### config.mk
export PLATFORM = sky130hd
export DESIGN_NAME = io_window_secondary_status
export DESIGN_NICKNAME = d
export VERILOG_FILES = /design/src/shared/io_window_pkg.sv /design/src/hdl/io_window_match.sv /design/src/hdl/io_window_secondary_status.sv
export VERILOG_INCLUDE_DIRS = /design/src /design/src/shared
export SDC_FILE = /design/constraint.sdc
export NUM_CORES = 1
export LEC_CHECK = 0
export ABC_AREA = 1
export BUFFER_PORTS_ARGS = -buffer_cell sky130_fd_sc_hd__buf_2
export CAP_MARGIN = 10
export CORE_UTILIZATION = 52
export CTS_BUF_LIST = sky130_fd_sc_hd__clkbuf_4
export CTS_CLUSTER_DIAMETER = 40
export DETAILED_ROUTE_END_ITERATION = 10
export PLACE_DENSITY = 0.88
export SETUP_SLACK_MARGIN = 0.5
export SKIP_LAST_GASP = 1
export SLEW_MARGIN = 20
export SYNTH_ARGS = -nofsm -noshare
export SYNTH_HDL_FRONTEND = slang
export SYNTH_HIERARCHICAL = 1
export SYNTH_SLANG_ARGS = --single-unit
### constraint.sdc
create_clock -name clk -period 3.5 [get_ports clk]
set_input_delay 0.35 -clock clk [delete_from_list [all_inputs] [get_ports clk]]
set_output_delay 0.35 -clock clk [all_outputs]
set_load 0.005 [all_outputs]
### src/shared/io_window_map.svh
`ifndef IO_WINDOW_MAP_SVH
`define IO_WINDOW_MAP_SVH
`define IOW_DWORD_OFFSET   8'h1c
`define IOW_WIDTH_CODE     4'h1
`define IOW_NIB_RESET      4'h0
`define IOW_BOT_CODE_LSB   0
`define IOW_BOT_ADDR_LSB   4
`define IOW_TOP_CODE_LSB   8
`define IOW_TOP_ADDR_LSB   12
`define SST_RSVD_LO_LSB    16
`define SST_SPEED_BIT      21
`define SST_RSVD_HI_BIT    22
`define SST_FAST_B2B_BIT   23
`define SST_DATA_PAR_BIT   24
`define SST_SEL_TIME_LSB   25
`define SST_SEL_TIME_CODE  2'h1
`define SST_SIG_TABT_BIT   27
`define SST_RCV_TABT_BIT   28
`define SST_RCV_MABT_BIT   29
`define SST_RCV_SERR_BIT   30
`define SST_DET_PERR_BIT   31
`define SST_FLAG_RESET     8'h00
`define IOW_GRAIN_BITS     12
`endif

### src/shared/io_window_pkg.sv
package io_window_pkg;
  typedef struct packed {
    logic       write;
    logic       read;
    logic [7:0] offset;
    logic [3:0] byte_en_b;
    logic [31:0] wdata;
  } cfg_req_s;
  typedef struct packed {
    logic master_on_sec;
    logic par_err_seen;
    logic primary_par_err;
    logic par_resp_en;
    logic sig_target_abort;
    logic rcv_target_abort;
    logic rcv_master_abort;
    logic addr_data_par_err;
  } sec_events_s;
  typedef logic [7:0] err_flags_t;
endpackage

### src/hdl/io_window_match.sv
`timescale 1ns/1ns
`include "io_window_map.svh"
module io_window_match #(
  parameter int ADDR_W = 32
) (
  input  wire logic [ADDR_W-1:0] addr,
  input  wire logic [15:0]       bottom_upper,
  input  wire logic [15:0]       top_upper,
  input  wire logic [3:0]        bottom_nib,
  input  wire logic [3:0]        top_nib,
  output wire logic              hit
);
  wire logic [ADDR_W-1:0] bottom;
  wire logic [ADDR_W-1:0] top;
  assign bottom = {bottom_upper, bottom_nib, 12'h000};
  assign top    = {top_upper, top_nib, 12'hfff};
  assign hit    = (addr >= bottom) && (addr <= top);
endmodule

### src/hdl/io_window_secondary_status.sv
`timescale 1ns/1ns
`include "io_window_map.svh"
// Operation
// - Base low nibble reads 1h
// - Base upper nibble writable, address 15:12
// - Limit nibble reads 1h, upper writable
// - Address 31:16 from upper registers
// - Window aligned, sized in 4 kB
// - Window decides I/O forwarding
// - Write one clears flag, zero keeps
// - Reserved status bits read zero
// - Bit 21 shows speed strap level
// - Bit 23 reads one
// - Bit 24 set on qualified parity error
// - Bits 26:25 read 01b
// - Bit 27 on signalled target abort
// - Bit 28 on received target abort
// - Bit 29 on received master abort
// - Bit 30 on system error pin
// - Bit 31 on parity error; flags reset zero
module io_window_secondary_status
  import io_window_pkg::*;
(
  input  wire logic        clk,
  input  wire logic        rst_b,
  input  wire logic        clk_en,
  input  wire logic        cfg_write,
  input  wire logic        cfg_read,
  input  wire logic [7:0]  cfg_offset,
  input  wire logic [3:0]  primary_byte_enables,
  input  wire logic [31:0] cfg_wdata,
  output logic      [31:0] cfg_rdata,
  input  wire logic        speed_strap_pin,
  input  wire logic        secondary_parity_error_pin_b,
  input  wire logic        secondary_system_error_pin_b,
  input  wire sec_events_s sec_events,
  input  wire logic [15:0] io_bottom_upper,
  input  wire logic [15:0] io_top_upper,
  input  wire logic [31:0] io_addr,
  output wire logic        io_forward
);
  logic [3:0] bottom_nib;
  logic [3:0] top_nib;
  err_flags_t flags;
  logic [2:0] strap_sync;
  logic       speed_bit;
  logic [2:0] perr_sync;
  logic [2:0] serr_sync;
  logic       perr_seen;
  logic       serr_seen;

  wire logic       sel_dword;
  wire logic       wr_b0;
  wire logic       wr_b1;
  wire logic       wr_b3;
  wire logic [5:0] set_vec;
  wire logic       set_dpar;
  wire logic       set_serr;
  wire err_flags_t clr_vec;
  wire err_flags_t next_flags;
  wire logic [31:0] read_word;

  assign sel_dword = (cfg_offset == `IOW_DWORD_OFFSET);
  assign wr_b0 = cfg_write && sel_dword && !primary_byte_enables[0];
  assign wr_b1 = cfg_write && sel_dword && !primary_byte_enables[1];
  assign wr_b3 = cfg_write && sel_dword && !primary_byte_enables[3];

  // Pin inputs: three stages, change accepted when stages two and three agree
  always_ff @(posedge clk)
  begin
    if (!rst_b)
    begin
      strap_sync <= 3'h0;
      perr_sync  <= 3'h7;
      serr_sync  <= 3'h7;
      speed_bit  <= 1'b0;
      perr_seen  <= 1'b0;
      serr_seen  <= 1'b0;
    end
    else if (clk_en)
    begin
      strap_sync <= {strap_sync[1:0], speed_strap_pin};
      perr_sync  <= {perr_sync[1:0], secondary_parity_error_pin_b};
      serr_sync  <= {serr_sync[1:0], secondary_system_error_pin_b};
      if (strap_sync[1] == strap_sync[2])
        speed_bit <= strap_sync[2];
      if (perr_sync[1] == perr_sync[2])
        perr_seen <= !perr_sync[2];
      if (serr_sync[1] == serr_sync[2])
        serr_seen <= !serr_sync[2];
    end
  end

  // Error flags are bits 31:24 of the dword, indexed from bit 24
  assign set_dpar = sec_events.master_on_sec && sec_events.par_resp_en &&
                    (perr_seen || sec_events.primary_par_err ||
                     sec_events.par_err_seen);
  assign set_serr = serr_seen;
  assign set_vec = {sec_events.addr_data_par_err,
                    set_serr,
                    sec_events.rcv_master_abort,
                    sec_events.rcv_target_abort,
                    sec_events.sig_target_abort,
                    set_dpar};
  assign clr_vec = wr_b3 ? cfg_wdata[31:24] : 8'h00;

  genvar gi;
  generate
    for (gi = 0; gi < 8; gi++)
    begin : g_flag
      if (gi == 0 || gi >= 3)
      begin : g_live
        localparam int SI = (gi == 0) ? 0 : gi - 2;
        // Set wins over a clear in the same cycle
        assign next_flags[gi] = set_vec[SI] | (flags[gi] & ~clr_vec[gi]);
      end
      else
      begin : g_const
        assign next_flags[gi] = 1'b0;
      end
    end
  endgenerate

  always_ff @(posedge clk)
  begin
    if (!rst_b)
    begin
      bottom_nib <= `IOW_NIB_RESET;
      top_nib    <= `IOW_NIB_RESET;
      flags      <= `SST_FLAG_RESET;
    end
    else if (clk_en)
    begin
      if (wr_b0)
        bottom_nib <= cfg_wdata[`IOW_BOT_ADDR_LSB +: 4];
      if (wr_b1)
        top_nib <= cfg_wdata[`IOW_TOP_ADDR_LSB +: 4];
      flags <= next_flags;
    end
  end

  assign read_word = {flags[7:3],
                      `SST_SEL_TIME_CODE,
                      flags[0],
                      1'b1,
                      1'b0,
                      speed_bit,
                      5'h00,
                      top_nib,
                      `IOW_WIDTH_CODE,
                      bottom_nib,
                      `IOW_WIDTH_CODE};

  always_ff @(posedge clk)
  begin
    if (!rst_b)
      cfg_rdata <= 32'h0000_0000;
    else if (clk_en && cfg_read)
      cfg_rdata <= sel_dword ? read_word : 32'h0000_0000;
  end

  // Software must program the base before relying on forwarding
  io_window_match #(
    .ADDR_W(32)
  ) u_match (
    .addr         (io_addr),
    .bottom_upper (io_bottom_upper),
    .top_upper    (io_top_upper),
    .bottom_nib   (bottom_nib),
    .top_nib      (top_nib),
    .hit          (io_forward)
  );
endmodule

# Word-level counts from Yosys, hierarchy flattened
# Index checks and enable logic that the tools add are counted.
[word_totals] register_bits=58 out_inout_bits=33
[op_classes] magnitude_cmp=2 muxes=2 n_eq_ne=4 n_bitwise=18 reduce_logical=20
[op_table] cell="greater-or-equal comparator 32 bit" count=1
[op_table] cell="<= comparator 32 bit" count=1
[op_table] cell="two-way mux 32 bit" count=1
[op_table] cell="AND reduction 2 bit" count=5
[op_table] cell="equality test 8 x 5 -> 1 bit, second input constant" count=1
[op_table] cell="logical AND 1 bit" count=8
[op_table] cell="two-way mux 8 bit" count=1
[op_table] cell="AND 1 bit" count=6
[op_table] cell="NOT 1 bit" count=6
[op_table] cell="OR 1 bit" count=6
[op_table] cell="zero test 1 bit" count=5
[op_table] cell="equality test 1 bit" count=3
[op_table] cell="logical OR 1 bit" count=2

# Longest topological paths before layout
# Gate-level depths: netlist of run 1.
[logic_depth] word_depth=7 depth_mapped=13

# Modules after synthesis
# The synthesis of run 1 kept the hierarchy.
[modules_own_cells] mod="io_window_secondary_status" n_inst=1 cells_per_inst=255 area_each_um2=2018.2 seq_area_each_um2=840.8
[modules_own_cells] mod="io_window_match" n_inst=1 cells_per_inst=223 area_each_um2=1261.2 seq_area_each_um2=0.0

# Worst setup path before layout of run 1
# OpenSTA, ideal clock, no wires.
[synth_timing] path_kind="in2out" start="input port io_top_upper[7]" end="output port io_forward" path_buffers=0 cell_stages=11 t_required_ns=3.150 t_arrival_ns=1.240 setup_slack_ns=1.910 cell_sequence="inv_1 -> ha_1 -> nand2_1 -> nor2_2 -> nand2_1 -> nor2_2 -> nand2_1 -> nand3_1 -> nand2_1 -> nand2_1 -> inv_1"
[synth_via] elab_chain_cells=2
[synth_rtl] item="start: declaration" line_no="io_window_secondary_status.sv:38" text="input wire logic [15:0] io_top_upper,"
[synth_rtl] item="<= comparator 32 bit" line_no="io_window_match.sv:17" text="assign hit = (addr >= bottom) && (addr <= top);"
[synth_rtl] item="logical AND 1 bit" line_no="io_window_match.sv:17"
[synth_rtl] item="end: declaration" line_no="io_window_secondary_status.sv:40" text="output wire logic io_forward"
# Every way passes these cells.

# Final worst setup path of run 1
[layout_timing] start="register top_nib[3]" end="output port io_forward"
[layout_via] elab_chain_cells=2
[layout_rtl] item="start: declaration" line_no="io_window_secondary_status.sv:43" text="logic [3:0] top_nib;"
[layout_rtl] item="start signal: assignment" line_no="io_window_secondary_status.sv:129" text="top_nib <= `IOW_NIB_RESET;"
[layout_rtl] item="start signal: assignment" line_no="io_window_secondary_status.sv:137" text="top_nib <= cfg_wdata[`IOW_TOP_ADDR_LSB +: 4];"
[layout_rtl] item="<= comparator 32 bit" line_no="io_window_match.sv:17"
[layout_rtl] item="logical AND 1 bit" line_no="io_window_match.sv:17"
# Every way passes these cells.

==> metrics.csv, run 1 <==
metric,value,unit
drt initial violations,93,
clock root buffer master,clkbuf_4,
post-CTS setup buffer count,0,
PD cells,282.7,nW/um^2
"Seq/Total Area, Yosys",25.64,%
"Period Utilization, post-route",60.98,%
Comb power frac,21.5,%
critical path startpoint,top_nib[3],
clock tree buffer depth,2,
Lkg Pwr,2.207,nW
Cell Int Power,0.8106,mW
die area,6628,um^2
Synth top cells by count,"nand2_1 (114), inv_1 (88), nor2_1 (48)",
worst path required time,3150,ps
WL final,7481,um
CTS Hold Bufs,0,
DR WL/cell,11.20,um
critical-path cell list,"inv_1, ha_1, nand2_1, inv_1, nand3_1, nor3_1, nand3_1, nand2_1, nand2_1, inv_1, buf_2",
Detailed Place HPWL,6098,um
ranking of synthesized cells by area,"dfxtp_1 (26%), ha_1 (15%), nand2_1 (13%), inv_1 (10%), nor2_1 (5.5%)",
min-delay src,secondary_parity_error_pin_b,
placeable core area,5991,um^2
nets@finish,756,
Fin. Hold Viols,0,
outcome,"finished, final reports clean",
# resized after CTS,0,
CP arrival,1780,ps
largest area contributor in the netlist,dfxtp_1,
antenna-violating nets left,0,
Ports,157,
Sw Ratio,26.80,%
# diodes,0,
setup violators final,0,
cells after synthesis,478,
via count,3227,
Max Cap Viol,0,
Port Buf Inserts,124,
dpl ws,1570,ps
Yosys reg bits,42,
Syn-to-layout area delta,19.46,%
Fillers,542,
Synth cell types,29,
Worst VDD drop,0.2639,mV
initial antenna violation count,0,
Die X-Extent,81.42,um
share of post-route cells with drive strength above 1,29.68,%
"count leader, synth",nand2_1,
slew margin rel.,59.86,%
final setup TNS,0,ps
Ys Warns,6,
HP Class,input pin to register,
Clock Pin Slew Worst Setup and Hold Paths,120,ps
routability cong.,0.8288,
Final Power,1.107,mW
largest fanout on the critical path,3,
CP peak stage delay,380,ps
RSZ-0062 raised after global routing,no,
Worst R2R Start,perr_seen,
ys async rst share,0,%
Crit path buffers/inverters,4,
skew final,9.519,ps
Crit Path Category,register to output pin,
CTS tree,yes,
DR DRC count,0,
fin worst setup slack,1366,ps
largest net degree at the start of global routing,32,
first-pass GRT wire length,12110,um
Sink Count,42,
total grt overflow,0,
Pre-antenna DRT Iters,4,
clk_lat worst skew,350,ps
row cnt,28,
minimum clock period,2134,ps
Via density,4.831,
average size of a mapped cell,6.861,um^2
top cell type's share of synthesized area,25.64,%
family with the most delay on the worst path,simple AND/OR/NAND/NOR gates,
crit path launch type,register,
Tot GR Track Use,23.00,%
synthesized area,3279,um^2
Synth Flop Type,dfxtp_1,
Fmax achieved,468.6,MHz
sequential power share,44.6,%
Slew @ Worst Pin,601.2,ps
Initial Util,54.74,%
Psw,0.2968,mW
clock power share,33.9,%
count of flip-flops with a built-in enable after synthesis,0,
Num CTS Buffers,5,
Final Max Tran Viols,0,
DIE HEIGHT,81.42,um
CP endpoint kind,output pin,
Crit-path slowest cell,dfxtp_1,
vias in the first global route,3077,
total number of H-tree levels,2,
utilization after layout,65.39,%
-- cell type report --
cell class	count	area, um^2	share of cell area (%)
multi-input combinational	328	1919	48.99
timing repair buffer	124	620.6	15.84
clock buffer	5	37.54	0.9582
tap	75	93.84	2.395
inverter	91	341.6	8.719
sequential	42	840.8	21.46
clock inverter	3	63.81	1.629
-- flip-flops by register name, summed over array words and instances, names as in the netlist --
register,flops
bottom_nib,4
cfg_rdata,16
flags,6
perr_seen,1
perr_sync,3
serr_seen,1
serr_sync,3
speed_bit,1
strap_sync,3
top_nib,4
-- path summary, 6_finish.rpt --
kind / slack (ps) / to / cells past startpoint
setup / recovery: 1370 / io_forward / 11
hold / removal: 210 / perr_sync[0] / 3
setup reg to reg: 2700 / flags[0] / 2
hold reg to reg: 480 / serr_sync[1] / 2
-- metrics by stage --
stage                     cell area, um^2  hold slack, ps  std cells
after floorplan                      3324           429.2        490
after global placement               3816           442.0        660
after detailed placement             3816           444.8        660
after CTS                            3918           205.2        668
after global routing                 3918           223.5        668
final                                3918           205.9        668
-- placed cells by master (no fill, tap or decap) --
cell type	synthesis	layout
nor2_1	48	48
inv_1	88	88
o21ai_1	1	1
nand3_2	9	9
conb_1	1	13
nand2_1	114	114
nand2_2	5	5
nor2_2	5	5
nand2_4	2	2
and2_0	1	1
inv_2	3	3
o21ai_0	10	10
ha_1	40	40
bufinv_16	0	2
a21oi_1	21	21
clkbuf_4	0	5
nor3_1	2	2
dfxtp_1	42	42
nor2_4	4	4
and3_1	1	1
o31ai_1	1	1
clkinv_1	0	1
nand3_1	20	20
a21o_1	2	2
o21bai_1	1	1
nor2_8	1	1
nand4_1	11	11
buf_2	7	124
a21oi_2	16	16
-- worst reg2reg max path, cell delays in order, from the launching register on --
cell     delay (ps)
dfxtp_1         350
o31ai_1         240
a21oi_1          90
-- logic make-up (layout without fill, tap and decap cells) --
family / after synthesis / after routing / share of synthesized area [%]
buffers and inverters: 120 / 223 / 17.21
DFF: 42 / 42 / 25.64
AOI/OAI and AO/OA: 52 / 52 / 10.07
other: 1 / 13 / 0.1144
and+or+nand+nor: 223 / 223 / 31.71
adders and majority gates: 40 / 40 / 15.26
-- power by group through the flow --
stage | registers [mW] | clock network (mW) | logic (mW)
final | 0.493 | 0.376 | 0.238
after global routing | 0.495 | 0.397 | 0.274
after CTS | 0.493 | 0.376 | 0.239
after detailed placement | 0.504 | 0 | 0.238
after global placement | 0.504 | 0 | 0.224
after floorplan | 0.503 | 0 | 0.154
-- routing by layer --
metal	up-vias	GRT usage, %	share of wire [%]	wire, um
met2	122	45.92	51	3779
met3	10	3.444	6.5	484
li1	1682	-	-	-
met4	0	5.714	1.3	96
met5	-	0	0	0
met1	1413	24.73	42	3121
(Power assumes the default switching activity.)
==> inputs of run 2 (changes only) <==
--- a/config.mk
+++ b/config.mk
@@ -9,11 +9,11 @@
 export ABC_AREA = 1
 export BUFFER_PORTS_ARGS = -buffer_cell sky130_fd_sc_hd__buf_2
 export CAP_MARGIN = 10
-export CORE_UTILIZATION = 52
+export CORE_UTILIZATION = 44
 export CTS_BUF_LIST = sky130_fd_sc_hd__clkbuf_4
 export CTS_CLUSTER_DIAMETER = 40
 export DETAILED_ROUTE_END_ITERATION = 10
-export PLACE_DENSITY = 0.88
+export PLACE_DENSITY = 0.8
 export SETUP_SLACK_MARGIN = 0.5
 export SKIP_LAST_GASP = 1
 export SLEW_MARGIN = 20
==> constraint.sdc (replaced) <==
create_clock -name clk -period 1.9 [get_ports clk]
set_input_delay 0.19 -clock clk [delete_from_list [all_inputs] [get_ports clk]]
set_output_delay 0.19 -clock clk [all_outputs]
set_load 0.005 [all_outputs]
==> run 2 against run 1 <==
Effect of this change: sequential power increased by 84%; combinational power up 90%; power grew 86%; highest routed layer unchanged; count of clock-buffer cells in the layout stayed put.
==> metrics.csv, run 2 (synthesis results as in run 1) <==
metric,value,unit,change
largest fanout on the critical path,2,,-1
die area,7802,um^2,+18%
Largest Register,cfg_rdata,,
Slew @ Worst Pin,568.5,ps,-32.68 ps
Num CTS Buffers,5,,unchanged
Worst R2R Start,top_nib[2],,
Max Cap Viol,0,,unchanged
Worst Hold Depth,3,,unchanged
Final Power,2.055,mW,+86%
routability cong.,0.8355,,+0.81%
Top Registers,"cfg_rdata (16), flags (6)",,
CP endpoint kind,output pin,,
Port Buf Inserts,124,,unchanged
DR DRC count,0,,unchanged
RSZ-0062 raised after global routing,yes,,
final setup TNS,0,ps,unchanged
most frequent cells in the layout,"buf_2 (124), nand2_1 (112), inv_1 (84), nor2_1 (47), dfxtp_1 (35)",,
largest net degree at the start of global routing,32,,unchanged
via count,3296,,+2.1%
Initial Util,45.46,%,-9.3 points
Clock Pin Slew Worst Setup and Hold Paths,130,ps,about the same
WL final,7632,um,+2.0%
vias in the first global route,2901,,-5.7%
Via density,4.688,,-2.9%
RR Endpoint,top_nib[2],,
outcome,"finished, final reports clean",,
"Period Utilization, post-route",98.00,%,
Reg2Reg Depth,4,,+2
Fmax achieved,537.0,MHz,
slew margin rel.,62.04,%,+2.2 points
CTS Hold Bufs,0,,unchanged
initial antenna violation count,0,,unchanged
hold slack,46.15,ps,-159.8 ps
minimum clock period,1862,ps,
drt initial violations,110,,+18%
fin worst setup slack,37.95,ps,-1328 ps
skew final,13.11,ps,+3.589 ps
Detailed Place HPWL,6057,um,-0.67%
FF+latch area,849.6,um^2,+1.0%
Tot GR Track Use,19.22,%,-3.8 points
PD cells,497.3,nW/um^2,+76%
clk_lat worst skew,350,ps,about the same
critical path startpoint,top_nib[2],,
total number of H-tree levels,2,,unchanged
clock root buffer master,clkbuf_4,,
share of post-route cells with drive strength above 1,34.60,%,+4.9 points
DR WL/cell,10.86,um,-3.1%
worst path required time,1710,ps,-1440 ps
first-pass GRT wire length,12150,um,+0.34%
placeable core area,7214,um^2,+20%
r2r setup slk,1040,ps,-1660 ps
Crit Path Category,register to output pin,,
DIE HEIGHT,88.33,um,+8.5%
Fillers,682,,+26%
HP Class,input pin to register,,
# diodes,0,,unchanged
Sink Count,42,,unchanged
CTS tree,yes,,
dpl ws,252.1,ps,-1318 ps
Worst VDD drop,0.4915,mV,+86%
Syn-to-layout area delta,25.98,%,
"commonest non-fill, non-tap cell in the layout",buf_2,,
CP arrival,1670,ps,-110 ps
area of the multi-input gates,2012,um^2,+4.8%
max reg flops,16,,unchanged
Final Max Tran Viols,0,,unchanged
setup violators final,0,,unchanged
row cnt,31,,+11%
Worst Setup EP,io_forward,,
Fin. Hold Viols,0,,unchanged
nets@finish,767,,+1.5%
Pre-antenna DRT Iters,5,,+1
clock tree buffer depth,2,,unchanged
total grt overflow,0,,unchanged
antenna-violating nets left,0,,unchanged
Die X-Extent,88.33,um,+8.5%
Lkg Pwr,2.277,nW,+3.2%
crit path launch type,register,,
Ports,157,,unchanged
## run 2: metal layers
layer	share of wire (%)	vias to the layer above	global-route usage (%)
met4	0.92	0	3.079
li1	-	1706	-
met1	43	1459	23.41
met3	6.1	6	3.265
met2	49	125	35.80
met5	0	-	0
## run 2: final cells by class
type                            count  share of cell area, %
Clock inverter                      3                  1.545
Tap cell                           99                  2.998
Clock buffer                        5                 0.9085
Inverter                           91                  8.268
Timing Repair Buffer              135                  17.02
Multi-Input combinational cell    328                  48.70
Sequential cell                    42                  20.56
## run 2: worst max-delay path: stages (launching register included)
cell     delay (ps)
dfxtp_2         370
inv_2            50
ha_4            250
nand2_2          40
inv_2            60
nand3_2          60
nor3_2          120
nand3_1          90
nand2_1          70
nand2_1          50
inv_1            50
buf_2           110
## run 2: worst min-delay path by stage
stage	startpoint	endpoint	slack, ps
final	secondary_system_error_pin_b	serr_sync[0]	50
after detailed placement	secondary_parity_error_pin_b	perr_sync[0]	400
after CTS	secondary_parity_error_pin_b	perr_sync[0]	30
after global placement	secondary_system_error_pin_b	serr_sync[0]	400
after floorplan	secondary_parity_error_pin_b	perr_sync[0]	320
after global routing	secondary_system_error_pin_b	serr_sync[0]	30
## run 2: power breakdown
part | switching (mW) | leakage, nW | internal [mW]
Sequential | 0.0105 | 0.345 | 0.899
Combinational | 0.254 | 1.88 | 0.198
Clock | 0.287 | 0.0528 | 0.406
Total | 0.552 | 2.28 | 1.50
## run 2: stage by stage
stage | utilization (%) | cell area, um^2 | std cells
after CTS | 56.07 | 4045 | 699
after global placement | 53.42 | 3854 | 685
after detailed placement | 53.42 | 3854 | 685
after floorplan | - | 3324 | 490
final | 57.27 | 4131 | 703
after global routing | 57.27 | 4131 | 703
## run 2: timing repair
action | in CTS | in global routing
endpoints found under the setup margin | 1 | 1
gates cloned | 0 | 0
pin swaps | 7 | 9
setup buffers | 6 | 4
resized for setup | 14 | 8
==> inputs of run 3 (changes only) <==
--- a/config.mk
+++ b/config.mk
@@ -9,6 +9,8 @@
 export ABC_AREA = 1
 export BUFFER_PORTS_ARGS = -buffer_cell sky130_fd_sc_hd__buf_2
 export CAP_MARGIN = 10
+export CORE_ASPECT_RATIO = 1.5
+export CORE_MARGIN = 2
 export CORE_UTILIZATION = 44
 export CTS_BUF_LIST = sky130_fd_sc_hd__clkbuf_4
 export CTS_CLUSTER_DIAMETER = 40
==> run 3 against run 2 <==
Effect of this change: clock power barely moved; combinational power fell by 1%; routed wire length rose by 2.2%; register-to-register slack barely moved; sequential cell count did not move; sequential share of layout area rose by 0.11 points; first-iteration DRC count fell by 1.8%; cell count fell by 0.28%; die area rose by 4.8%; critical endpoint unchanged; highest routed layer unchanged.
==> metrics.csv, run 3 (synthesis results as in run 1) <==
metric,value,unit,change
Final Power,2.050,mW,-0.23%
clock power share,33.9,%,+0.2 points
Cell Int Power,1.501,mW,-0.12%
Ports,157,,unchanged
"Top cell by count, worst path",nand2_1,,
Non-Filler Instances,701,,-0.28%
DIE HEIGHT,109.7,um,+24%
final setup TNS,0,ps,unchanged
vias in the first global route,3167,,+9.2%
CP arrival,1680,ps,about the same
Crit Path Category,register to output pin,,
"commonest non-fill, non-tap cell in the layout",buf_2,,
post-route cell area,4110,um^2,-0.51%
setup violators final,0,,unchanged
CP peak stage delay,370,ps,about the same
largest net degree at the start of global routing,32,,unchanged
Fillers,693,,+1.6%
most frequent cells in the layout,"buf_2 (124), nand2_1 (112), inv_1 (81), nor2_1 (47), dfxtp_1 (35)",,
Pre-antenna DRT Iters,4,,-1
Via density,4.650,,-0.81%
Crit path buffers/inverters,3,,-1
family with the most delay on the worst path,simple AND/OR/NAND/NOR gates,,
Lkg Pwr,2.262,nW,-0.67%
Top Registers,"cfg_rdata (16), flags (6)",,
Max Cap Viol,0,,unchanged
initial antenna violation count,0,,unchanged
# diodes,0,,unchanged
row cnt,38,,+23%
Tot GR Track Use,19.05,%,-0.17 points
slew margin rel.,61.85,%,-0.19 points
clk_lat worst skew,350,ps,about the same
utilization after layout,56.87,%,-0.39 points
drt initial violations,108,,-1.8%
largest fanout on the critical path,2,,unchanged
crit path launch type,register,,
RSZ-0062 raised after global routing,yes,,
Crit-path slowest cell,dfxtp_2,,
fin worst setup slack,34.88,ps,-3.070 ps
clock root buffer master,clkbuf_4,,
first-pass GRT wire length,12410,um,+2.2%
Fmax achieved,536.2,MHz,-0.16%
share of post-route cells with drive strength above 1,34.78,%,+0.17 points
Comb power frac,21.8,%,-0.2 points
Sink Count,42,,unchanged
Placed Instances,686,,+0.15%
r2r setup slk,1040,ps,about the same
Syn-to-layout area delta,25.33,%,
HP Class,input pin to register,,
"Period Utilization, post-route",98.16,%,+0.16 points
CTS tree,yes,,
Largest Register,cfg_rdata,,
skew final,8.176,ps,-4.932 ps
hold slack,51.34,ps,+5.194 ps
clock tree buffer depth,2,,unchanged
Worst VDD drop,0.5841,mV,+19%
sequential power share,44.3,%,about the same
critical-path cell list,"inv_2, ha_4, nand2_2, nor2_2, nand2_1, nor2_1, nand2_1, nand4_1, nand2_1, inv_1, buf_2",,
via count,3260,,-1.1%
Fin. Hold Viols,0,,unchanged
placeable core area,7227,um^2,+0.17%
Die X-Extent,74.49,um,-16%
die area,8174,um^2,+4.8%
CTS Hold Bufs,0,,unchanged
Psw,0.5493,mW,-0.51%
minimum clock period,1865,ps,+3.070 ps
nets@finish,764,,-0.39%
Sw Ratio,26.80,%,-0.076 points
WL final,7797,um,+2.2%
outcome,"finished, final reports clean",,
Port Buf Inserts,124,,unchanged
Detailed Place HPWL,6202,um,+2.4%
routability cong.,0.8018,,-4.0%
antenna-violating nets left,0,,unchanged
Num CTS Buffers,5,,unchanged
"Cell Area, Placed",3855,um^2,about the same
Initial Util,45.38,%,-0.079 points
CP endpoint kind,output pin,,
dpl ws,310.3,ps,+58.20 ps
DR WL/cell,11.12,um,+2.5%
total number of H-tree levels,2,,unchanged
Clock Pin Slew Worst Setup and Hold Paths,120,ps,about the same
max reg flops,16,,unchanged
Slew @ Worst Pin,571.4,ps,+2.909 ps
total grt overflow,0,,unchanged
worst path required time,1710,ps,about the same
PD cells,498.7,nW/um^2,+0.29%
Final Max Tran Viols,0,,unchanged
DR DRC count,0,,unchanged
## run 3: final cells by class
class | count | area [um^2] | area share, %
Multi-Input combinational cell | 328 | 2012 | 48.95
Sequential cell | 42 | 849.6 | 20.67
Timing Repair Buffer | 132 | 680.7 | 16.56
Inverter | 91 | 341.6 | 8.311
Tap cell | 100 | 125.1 | 3.044
Clock inverter | 3 | 63.81 | 1.553
Clock buffer | 5 | 37.54 | 0.9132
## run 3: path summary, 6_finish.rpt
path / end / depth (start not counted) / from
worst min register to register: perr_sync[1] / 2 / perr_sync[1]
worst min-delay path: perr_sync[0] / 3 / secondary_parity_error_pin_b
worst max-delay path: io_forward / 11 / bottom_nib[3]
worst max register to register: flags[0] / 2 / perr_seen
## run 3: power by group through the flow
stage                     clock (mW)  combinational [mW]  sequential, mW
after global placement             0               0.419           0.927
final                          0.695               0.447           0.909
after floorplan                    0               0.284           0.926
after detailed placement           0               0.433           0.928
after global routing           0.744               0.513           0.911
after CTS                      0.699               0.445           0.908
## run 3: timing repair
action	4_1_cts	5_1_grt
pin swaps	14	11
gates resized for setup	16	9
setup buffers	6	1
hold endpoints to repair	0	0
setup endpoints to repair	1	1
## run 3: tightest hold or removal path, cell delays in order
cell and delay, ps:
buf_2 70, nand2_1 40, nand3_1 70
## run 3: routing by layer
layer / routed length (um) / part of all wire [%] / global-route usage (%)
met2: 4266 / 55 / 38.75
met3: 502 / 6.4 / 3.025
met4: 67 / 0.86 / 6.378
met5: 0 / 0 / 0
met1: 2961 / 38 / 18.49
